<file path="config.mk">
export PLATFORM = sky130hd
export DESIGN_NAME = sbt_subtimer
export DESIGN_NICKNAME = d
export VERILOG_FILES = /design/src/sbt_pkg.sv /design/src/sbt_subtimer.sv
export SDC_FILE = /design/constraint.sdc
export NUM_CORES = 1
export LEC_CHECK = 0
export BUFFER_PORTS_ARGS = -buffer_cell sky130_fd_sc_hd__buf_4
export CAP_MARGIN = 20
export CORE_UTILIZATION = 31
export DETAILED_ROUTE_END_ITERATION = 6
export GPL_ROUTABILITY_DRIVEN = 0
export PLACE_DENSITY = 0.55
export SYNTH_ARGS = -nofsm -noshare
export SYNTH_HDL_FRONTEND = slang
export SYNTH_SLANG_ARGS = --single-unit
export TNS_END_PERCENT = 20
</file>
<file path="constraint.sdc">
create_clock -name core_clk -period 2.2 [get_ports core_clk]
set_input_delay 0.11 -clock core_clk [delete_from_list [all_inputs] [get_ports core_clk]]
set_output_delay 0.11 -clock core_clk [all_outputs]
set_load 0.005 [all_outputs]
</file>
<file path="src/sbt_pkg.sv">
// Package with register map and constants for the calibrated subtimer
package sbt_pkg;
    // ------------------------------------------------------------------
    // Register map
    // ------------------------------------------------------------------
    localparam logic [3:0] SBT_OFF_CONTROL = 4'h0;
    localparam logic [3:0] SBT_OFF_COUNTER = 4'h4;
    localparam logic [3:0] SBT_OFF_RATIO = 4'h8;
    // ------------------------------------------------------------------
    // Control fields
    // ------------------------------------------------------------------
    localparam int SBT_BIT_FLAG = 0;
    localparam int SBT_BIT_IRQEN = 1;
    localparam int SBT_BIT_SUPPLY = 2;
    localparam int SBT_BIT_OSCEN = 3;
    // ------------------------------------------------------------------
    // Reset values and counts
    // ------------------------------------------------------------------
    localparam logic [7:0] SBT_RST_COUNTER = 8'hFF;
    localparam logic [7:0] SBT_RST_RATIO = 8'hFF;
    localparam logic [1:0] SBT_CAL_EDGES = 2'h2;
    localparam logic [1:0] SBT_RESP_OKAY = 2'h0;
    localparam logic [1:0] SBT_RESP_SLVERR = 2'h2;
    typedef enum logic [1:0] {CAL_IDLE, CAL_WAIT, CAL_COUNT, CAL_DONE} sbt_cal_type;
endpackage

</file>
<file path="src/sbt_subtimer.sv">
// Calibrated ring-oscillator subtimer with AXI4-Lite register access
// Overview of operation
// [RQ1] Control bit gates subclock supply to the chip; 0 off, 1 on. The code turns supply on only while the oscillator enable bit is also 1.
// [RQ2] Interrupt enable 1 lets the underflow flag raise a request.
// [RQ3] Counter underflow sets the flag and issues a gated request.
// [RQ4] Flag clears only on a 0 write after it was read as 1.
// [RQ5] Eight-bit down counter readable and writable at any time.
// [RQ6] Counter resets to all ones.
// [RQ7] With oscillator enabled, count clocks from first to third falling edge.
// [RQ8] Measured count loads the ratio register, which sets the division.
// [RQ9] Ratio register is eight bits, read/write, resets to all ones.
// [RQ10] Counter decrements per subclock tick and wraps from zero to all ones.
//
// The AXI4-Lite interface to the registers and the address map were decided locally.
`timescale 1ns/1ps
module sbt_subtimer (
    input wire logic core_clk,
    input wire logic rst,
    input wire logic ringOscIn,
    input wire logic [3:0] s_axi_awaddr,
    input wire logic s_axi_awvalid,
    output logic s_axi_awready,
    input wire logic [31:0] s_axi_wdata,
    input wire logic [3:0] s_axi_wstrb,
    input wire logic s_axi_wvalid,
    output logic s_axi_wready,
    output logic [1:0] s_axi_bresp,
    output logic s_axi_bvalid,
    input wire logic s_axi_bready,
    input wire logic [3:0] s_axi_araddr,
    input wire logic s_axi_arvalid,
    output logic s_axi_arready,
    output logic [31:0] s_axi_rdata,
    output logic [1:0] s_axi_rresp,
    output logic s_axi_rvalid,
    input wire logic s_axi_rready,
    output logic subclockTick,
    output logic chip_subclock_supply_en,
    output logic underflowIrq
);
    import sbt_pkg::*;

    // ------------------------------------------------------------------
    // State
    // ------------------------------------------------------------------
    logic [3:0] awAddr, next_awAddr;
    logic awHave, next_awHave;
    logic [31:0] wData, next_wData;
    logic wStrb0, next_wStrb0;
    logic wHave, next_wHave;
    logic bValid, next_bValid;
    logic [1:0] bResp, next_bResp;
    logic rValid, next_rValid;
    logic [31:0] rData, next_rData;
    logic [1:0] rResp, next_rResp;
    logic [7:0] subtimer_down_counter, next_subtimer_down_counter;
    logic [7:0] ring_osc_prescale_ratio, next_ring_osc_prescale_ratio;
    logic underflow_flag, next_underflow_flag;
    logic underflow_irq_enable, next_underflow_irq_enable;
    logic supplyEn, next_supplyEn;
    logic ring_osc_enable, next_ring_osc_enable;
    logic flagSeen, next_flagSeen;
    logic [7:0] divCount, next_divCount;
    logic tick, next_tick;
    logic [7:0] calibration_prescaler, next_calibration_prescaler;
    logic [1:0] edgeCount, next_edgeCount;
    sbt_cal_type calState, next_calState;
    logic oscMeta, oscSync, oscPrev;

    logic doWrite;
    logic doRead;
    logic fallEdge;
    logic underflow;

    assign doWrite = awHave && wHave && !bValid;
    assign doRead = s_axi_arvalid && !rValid;
    assign fallEdge = oscPrev && !oscSync;
    // Wrap from zero counts as the underflow event
    assign underflow = tick && (subtimer_down_counter == 8'h00); // [RQ3]

    assign s_axi_awready = !awHave;
    assign s_axi_wready = !wHave;
    assign s_axi_bvalid = bValid;
    assign s_axi_bresp = bResp;
    assign s_axi_arready = !rValid;
    assign s_axi_rvalid = rValid;
    assign s_axi_rdata = rData;
    assign s_axi_rresp = rResp;
    assign subclockTick = tick;
    assign chip_subclock_supply_en = supplyEn && ring_osc_enable; // [RQ1]
    assign underflowIrq = underflow_flag && underflow_irq_enable; // [RQ2]

    // ------------------------------------------------------------------
    // Oscillator synchroniser
    // ------------------------------------------------------------------
    // Ring oscillator is asynchronous to core_clk
    always_ff @(posedge core_clk) begin
        if (rst) begin
            oscMeta <= 1'b0;
            oscSync <= 1'b0;
            oscPrev <= 1'b0;
        end else begin
            oscMeta <= ringOscIn;
            oscSync <= oscMeta;
            oscPrev <= oscSync;
        end
    end

    // ------------------------------------------------------------------
    // Next-state logic
    // ------------------------------------------------------------------
    always_comb begin
        next_awAddr = awAddr;
        next_awHave = awHave;
        next_wData = wData;
        next_wStrb0 = wStrb0;
        next_wHave = wHave;
        next_bValid = bValid;
        next_bResp = bResp;
        next_rValid = rValid;
        next_rData = rData;
        next_rResp = rResp;
        next_subtimer_down_counter = subtimer_down_counter;
        next_ring_osc_prescale_ratio = ring_osc_prescale_ratio;
        next_underflow_flag = underflow_flag;
        next_underflow_irq_enable = underflow_irq_enable;
        next_supplyEn = supplyEn;
        next_ring_osc_enable = ring_osc_enable;
        next_flagSeen = flagSeen;
        next_divCount = divCount;
        next_tick = 1'b0;
        next_calibration_prescaler = calibration_prescaler;
        next_edgeCount = edgeCount;
        next_calState = calState;

        if (s_axi_awvalid && !awHave) begin
            next_awAddr = s_axi_awaddr;
            next_awHave = 1'b1;
        end
        if (s_axi_wvalid && !wHave) begin
            next_wData = s_axi_wdata;
            next_wStrb0 = s_axi_wstrb[0];
            next_wHave = 1'b1;
        end
        if (bValid && s_axi_bready) begin
            next_bValid = 1'b0;
        end
        if (rValid && s_axi_rready) begin
            next_rValid = 1'b0;
        end

        // Subclock divider: one tick every ratio+1 clocks
        if (divCount >= ring_osc_prescale_ratio) begin
            next_divCount = 8'h00;
            next_tick = 1'b1; // [RQ8]
        end else begin
            next_divCount = divCount + 8'h01;
        end
        if (tick) begin
            next_subtimer_down_counter = subtimer_down_counter - 8'h01; // [RQ10]
        end

        // Calibration of ratio against the oscillator
        case (calState)
            CAL_IDLE: begin
                if (ring_osc_enable) begin
                    next_calState = CAL_WAIT;
                end
            end
            CAL_WAIT: begin
                if (fallEdge) begin
                    next_calibration_prescaler = 8'h00;
                    next_edgeCount = 2'h0;
                    next_calState = CAL_COUNT; // [RQ7]
                end
            end
            CAL_COUNT: begin
                next_calibration_prescaler = calibration_prescaler + 8'h01;
                if (fallEdge) begin
                    next_edgeCount = edgeCount + 2'h1;
                    if (edgeCount + 2'h1 == SBT_CAL_EDGES) begin
                        next_ring_osc_prescale_ratio = calibration_prescaler; // [RQ8]
                        next_calState = CAL_DONE;
                    end
                end
            end
            default: begin
                if (!ring_osc_enable) begin
                    next_calState = CAL_IDLE;
                end
            end
        endcase
        if (!ring_osc_enable) begin
            next_calState = CAL_IDLE;
        end

        if (doRead) begin
            next_rValid = 1'b1;
            next_rResp = SBT_RESP_OKAY;
            next_rData = 32'h0000_0000;
            if (s_axi_araddr == SBT_OFF_CONTROL) begin
                next_rData[SBT_BIT_FLAG] = underflow_flag;
                next_rData[SBT_BIT_IRQEN] = underflow_irq_enable;
                next_rData[SBT_BIT_SUPPLY] = supplyEn;
                next_rData[SBT_BIT_OSCEN] = ring_osc_enable;
                if (underflow_flag) begin
                    next_flagSeen = 1'b1; // [RQ4]
                end
            end else if (s_axi_araddr == SBT_OFF_COUNTER) begin
                next_rData[7:0] = subtimer_down_counter; // [RQ5]
            end else if (s_axi_araddr == SBT_OFF_RATIO) begin
                next_rData[7:0] = ring_osc_prescale_ratio; // [RQ9]
            end else begin
                next_rResp = SBT_RESP_SLVERR;
            end
        end

        if (doWrite) begin
            next_awHave = 1'b0;
            next_wHave = 1'b0;
            next_bValid = 1'b1;
            next_bResp = SBT_RESP_OKAY;
            if (awAddr == SBT_OFF_CONTROL) begin
                if (wStrb0) begin
                    next_underflow_irq_enable = wData[SBT_BIT_IRQEN];
                    next_supplyEn = wData[SBT_BIT_SUPPLY];
                    next_ring_osc_enable = wData[SBT_BIT_OSCEN];
                    if (!wData[SBT_BIT_FLAG] && flagSeen) begin
                        next_underflow_flag = 1'b0; // [RQ4]
                        next_flagSeen = 1'b0;
                    end
                end
            end else if (awAddr == SBT_OFF_COUNTER) begin
                if (wStrb0) begin
                    next_subtimer_down_counter = wData[7:0]; // [RQ5]
                end
            end else if (awAddr == SBT_OFF_RATIO) begin
                if (wStrb0) begin
                    next_ring_osc_prescale_ratio = wData[7:0]; // [RQ9]
                end
            end else begin
                next_bResp = SBT_RESP_SLVERR;
            end
        end

        // Set wins over a simultaneous clear
        if (underflow) begin
            next_underflow_flag = 1'b1; // [RQ3]
        end
    end

    // ------------------------------------------------------------------
    // Registers
    // ------------------------------------------------------------------
    always_ff @(posedge core_clk) begin
        if (rst) begin
            awAddr <= 4'h0;
            awHave <= 1'b0;
            wData <= 32'h0000_0000;
            wStrb0 <= 1'b0;
            wHave <= 1'b0;
            bValid <= 1'b0;
            bResp <= SBT_RESP_OKAY;
            rValid <= 1'b0;
            rData <= 32'h0000_0000;
            rResp <= SBT_RESP_OKAY;
            subtimer_down_counter <= SBT_RST_COUNTER; // [RQ6]
            ring_osc_prescale_ratio <= SBT_RST_RATIO; // [RQ9]
            underflow_flag <= 1'b0;
            underflow_irq_enable <= 1'b0;
            supplyEn <= 1'b0;
            ring_osc_enable <= 1'b0;
            flagSeen <= 1'b0;
            divCount <= 8'h00;
            tick <= 1'b0;
            calibration_prescaler <= 8'h00;
            edgeCount <= 2'h0;
            calState <= CAL_IDLE;
        end else begin
            awAddr <= next_awAddr;
            awHave <= next_awHave;
            wData <= next_wData;
            wStrb0 <= next_wStrb0;
            wHave <= next_wHave;
            bValid <= next_bValid;
            bResp <= next_bResp;
            rValid <= next_rValid;
            rData <= next_rData;
            rResp <= next_rResp;
            subtimer_down_counter <= next_subtimer_down_counter;
            ring_osc_prescale_ratio <= next_ring_osc_prescale_ratio;
            underflow_flag <= next_underflow_flag;
            underflow_irq_enable <= next_underflow_irq_enable;
            supplyEn <= next_supplyEn;
            ring_osc_enable <= next_ring_osc_enable;
            flagSeen <= next_flagSeen;
            divCount <= next_divCount;
            tick <= next_tick;
            calibration_prescaler <= next_calibration_prescaler;
            edgeCount <= next_edgeCount;
            calState <= next_calState;
        end
    end
endmodule // sbt_subtimer

</file>
==> results of run 1 <==
-- layer usage --
| metal | vias to the layer above | GRT usage | wire length (um) |
|---|---|---|---|
| li1 | 1494 | - | - |
| met1 | 1332 | 0.170 | 3760 |
| met2 | 53 | 0.259 | 3970 |
| met3 | 9 | 0.0356 | 280 |
| met4 | 0 | 0.0514 | 105 |
| met5 | - | 0 | 0 |
-- sequential cells by signal, summed over array words and instances, names as in the netlist, 2 cells and up --
register / flops
calibration_prescaler: 8
calState: 2
ring_osc_prescale_ratio: 8
s_axi_rdata: 8
awAddr: 4
edgeCount: 2
divCount: 8
subtimer_down_counter: 8
wData: 8
-- through the flow --
step / instances / setup slack [ns] / utilization / power [mW] / hold WS, ns
CTS: 615 / 0.264 / 0.380 / 2.98 / 0.00434
floorplan: 457 / 0.370 / - / 1.54 / 0.238
global placement: 599 / 0.339 / 0.354 / 1.60 / 0.337
finish: 615 / 0.280 / 0.380 / 2.95 / 0.00881
detailed placement: 599 / 0.283 / 0.354 / 1.60 / 0.352
global route: 615 / 0.160 / 0.380 / 3.08 / 0.0270
-- kinds of logic after synthesis --
logic type / count (synthesis) / synth area share
multiplexers: 14 / 0.0390
AO/OA/AOI/OAI: 75 / 0.128
buffers and inverters: 63 / 0.0979
AND/OR/NAND/NOR: 173 / 0.232
other: 1 / 0.00104
adder cells (fa/ha/maj): 17 / 0.0592
flip-flops: 72 / 0.401
XOR/XNOR: 17 / 0.0414
-- synthesized netlist by cell type (12+ instances only) --
library cell | instances | area [sq um]
a21oi_1 | 29 | 145
buf_4 | 26 | 195
clkbuf_1 | 12 | 45.0
dfxtp_1 | 72 | 1440
ha_1 | 17 | 213
inv_1 | 19 | 71.3
mux2i_1 | 14 | 140
nand2_1 | 52 | 195
nor2_1 | 45 | 169
nor3_1 | 19 | 95.1
o21ai_0 | 14 | 70.1
-- worst register-to-register path, stage by stage (launching register included) --
cell and delay, ns:
dfxtp_1 0.40, inv_1 0.07, ha_1 0.40, a21o_1 0.30, or4_1 0.54, a21oi_1 0.14
-- final cells by class --
class	count	area (sq um)	share of cell area
multi-input cells	322	1890	0.450
clock inverters	5	40.0	0.00951
well taps	140	175	0.0416
flip-flops and latches	72	1440	0.342
repair buffers	46	345	0.0820
clock buffers	11	243	0.0577
inverters	19	71.3	0.0169
-- worst paths after layout --
path / end / slack, ns / cells past startpoint
hold / removal: awAddr[0] / 0.009 / 3
hold reg to reg: oscSync / 0.44 / 1
setup reg to reg: calibration_prescaler[5] / 0.28 / 5
setup / recovery: calibration_prescaler[5] / 0.28 / 5
-- power by group through the flow --
stage,Clock (mW),Combinational [mW],Sequential (mW)
global route,1.47,0.232,1.38
CTS,1.41,0.203,1.37
finish,1.38,0.201,1.37
global placement,0,0.199,1.40
detailed placement,0,0.202,1.40
floorplan,0,0.155,1.39
==> qor.yml, run 1 <==
port_buffers: 42
clock.fmax_ghz: 0.521
synth_cell_types: 45
arrival_ns: 2.19
crit_slowest_cell: "or4_1"
cts_root_buffer: "clkbuf_16"
grt_pass1_vias: 2826
status: "finished, final reports clean"
ctsResizeCount: 0
dr.first_iter.drc_count: 139
peakVddDrop_uv: 340
setup_viol: 0
fp.dieH_um: 110
leakage_nw: 1.90
ys_ff_latch: 72
swShare: 0.243
critical_path.startpoint: "calState[0]"
worst-path-buf-inv: 1
drt-wirelength-per-cell_um: 13.2
r2r-start: "calState[0]"
clk_latency_ns: 0.33
place_area_sq_um: 3930
fill_cells: 1135
p_sw_mw: 0.715
end_kind: "flip-flop"
setup-tns-final_ns: 0
routed_via_density: 4.70
start_util: 0.324
period_share: 0.873
worstHoldStart: "s_axi_awaddr[0]"
async_flop_share: 0
clockBufferDepth: 2
core-area_sq_um: 11100
synthToLayoutAreaGrowth_pct: 17.2
slew_headroom: 0.528
grt_setup_unrepaired: "false"
first_pass_iters: 4
critPathKind: "flip-flop to flip-flop"
synth_warnings: 0
nets: 539
synth_area_per_cell_sq_um: 8.32
cts_num_sinks: 72
num_rows: 38
drc: 0
worst_slew_pin_slew_ns: 0.707
p_clk_frac: 0.467
finalInstanceArea_sq_um: 4210
intPower_mw: 2.23
grt_max_degree: 33
cp_max_fo: 9
cts_tree: "built"
cp_slowest_stage_delay_ns: 0.54
overflow: 0
p_per_area_nw_per_um2: 701
sequentialPowerShare: 0.465
synth_seq_area_share: 0.401
io_pins: 96
hold_viol: 0
min_period_ns: 1.92
ant_nets: 0
drive_above_1_share: 0.135
clkSlewWorstSetupHoldPaths_ns: 0.06
antenna_found_initial: 0
syn_inst: 432
htreeDepth: 3
numCtsBuffers: 9
design.die.area_sq_um: 12000
syn-cell-area_sq_um: 3590
layout_commonest_cell: "dfxtp_1"
grtUsageTotal: 0.146
dpl.hpwl_mm: 5.98
routed_wl_mm: 8.11
cp_top_family: "simple AND/OR/NAND/NOR gates"
post-cts-setup-buffers: 0
grt_pass1_wl_mm: 13.3
worstPathRequired_ns: 2.47
hold_buffers: 0
start_kind: "flip-flop"
insertedDiodeCount: 0
cap_viol_max_count: 0
ys.flop_type: "dfxtp_1"
slew_viol_final: 0
die_w_um: 110
path_cells: "inv_1 > ha_1 > a21o_1 > or4_1 > a21oi_1"
final_cell_mix: "dfxtp_1, nand2_1, buf_4"
comb_power_share: 0.068
hp-class: "primary input to flip-flop"
num_vias: 2888
synth_edf_count: 0
fin_skew_ns: 0.00693
Power figures use the tool's default switching activity.
==> run 2, diff against run 1 <==
- PLACE_DENSITY: 0.55 -> 0.49
==> qor.yml, run 2 (same netlist as run 1, synthesis figures left out) <==
path_cells: "inv_1 > ha_1 > a21o_1 > or4_1 > a21oi_1"
worstPathRequired_ns: 2.46
clkSlewWorstSetupHoldPaths_ns: 0.06
overflow: 0
p_per_area_nw_per_um2: 713
status: "finished, final reports clean"
cts_num_sinks: 72
drive_above_1_share: 0.136
grt_max_degree: 31
cp_slowest_stage_delay_ns: 0.53
p_total_mw: 3.03
routed_wl_mm: 8.07
peakVddDrop_uv: 395
arrival_ns: 2.16
worst_slew_pin_slew_ns: 0.697
fp.dieH_um: 110
end_kind: "flip-flop"
grt_setup_unrepaired: "false"
ctsResizeCount: 0
dpl.hpwl_mm: 5.98
cts_root_buffer: "clkbuf_16"
grt_pass1_wl_mm: 13.1
design.die.area_sq_um: 12000
clk_latency_ns: 0.33
drt-wirelength-per-cell_um: 13.1
htreeDepth: 3
final_cell_mix: "dfxtp_1, nand2_1, buf_4"
numCtsBuffers: 9
setup-tns-final_ns: 0
clockBufferDepth: 2
routed_via_density: 4.72
cts_tree: "built"
nets: 541
fin_skew_ns: 0.00767
grtUsageTotal: 0.144
hp-class: "primary input to flip-flop"
fin_util: 0.383
dr.first_iter.drc_count: 130
cap_viol_max_count: 0
grt_pass1_vias: 2664
slew_viol_final: 0
num_vias: 2910
period_share: 0.862
core-area_sq_um: 11100
hold_viol: 0
start_util: 0.324
antenna_found_initial: 0
min_period_ns: 1.90
crit_slowest_cell: "or4_1"
synthToLayoutAreaGrowth_pct: 18.1
slew_headroom: 0.529
layout_commonest_cell: "dfxtp_1"
drc: 0
worst-path-buf-inv: 1
die_w_um: 110
cp_max_fo: 9
critPathKind: "flip-flop to flip-flop"
cp_top_family: "simple AND/OR/NAND/NOR gates"
start_kind: "flip-flop"
leakage_nw: 1.92
setup_viol: 0
first_pass_iters: 4
port_buffers: 42
num_rows: 38
insertedDiodeCount: 0
clock.fmax_ghz: 0.527
ant_nets: 0
io_pins: 96
-- run 2: per-layer routing --
| layer | share of wire | up-vias | track usage |
|---|---|---|---|
| met4 | 0.014 | 0 | 0.0514 |
| met1 | 0.47 | 1346 | 0.180 |
| met5 | 0 | - | 0 |
| met3 | 0.040 | 10 | 0.0356 |
| met2 | 0.48 | 60 | 0.241 |
| li1 | - | 1494 | - |
-- run 2: final timing paths --
kind,start,end,slack [ns],cells past startpoint
max reg2reg,calState[0],calibration_prescaler[7],0.30,5
min reg2reg,wStrb0,wStrb0,0.45,2
max,calState[0],calibration_prescaler[7],0.30,5
min,s_axi_awaddr[0],awAddr[0],0.02,3
-- run 2: metrics by stage --
stage / setup WS [ns] / hold slack [ns] / cells / cell area, sq um
3_5_place_dp: 0.311 / 0.337 / 599 / 3930
4_1_cts: 0.293 / 0.00533 / 617 / 4240
3_3_place_gp: 0.313 / 0.331 / 599 / 3930
2_1_floorplan: 0.370 / 0.238 / 457 / 3690
6_report: 0.303 / 0.0184 / 617 / 4240
5_1_grt: 0.121 / 0.0164 / 617 / 4240
-- run 2: timing repair --
action	in CTS	in global routing
hold endpoints to repair	2	0
setup buffers	0	0
hold buffers	2	0
-- run 2: area by class of cell --
cell class / instances / area [sq um]
Tap cell: 140 / 175
Fill cell: 1138 / 6840
Inverter: 19 / 71.3
Timing Repair Buffer: 48 / 365
Multi-Input combinational cell: 322 / 1890
Clock inverter: 7 / 71.3
Clock buffer: 9 / 225
Sequential cell: 72 / 1440
-- run 2: power breakdown --
group	total, mW	internal [mW]	switching [mW]
Sequential	1.37	1.34	0.0329
Clock	1.45	0.879	0.575
Combinational	0.203	0.0965	0.106
-- run 2: worst min-delay path, stage by stage --
cell and delay (ns):
buf_4 0.08, mux2i_1 0.05, nor2_1 0.07
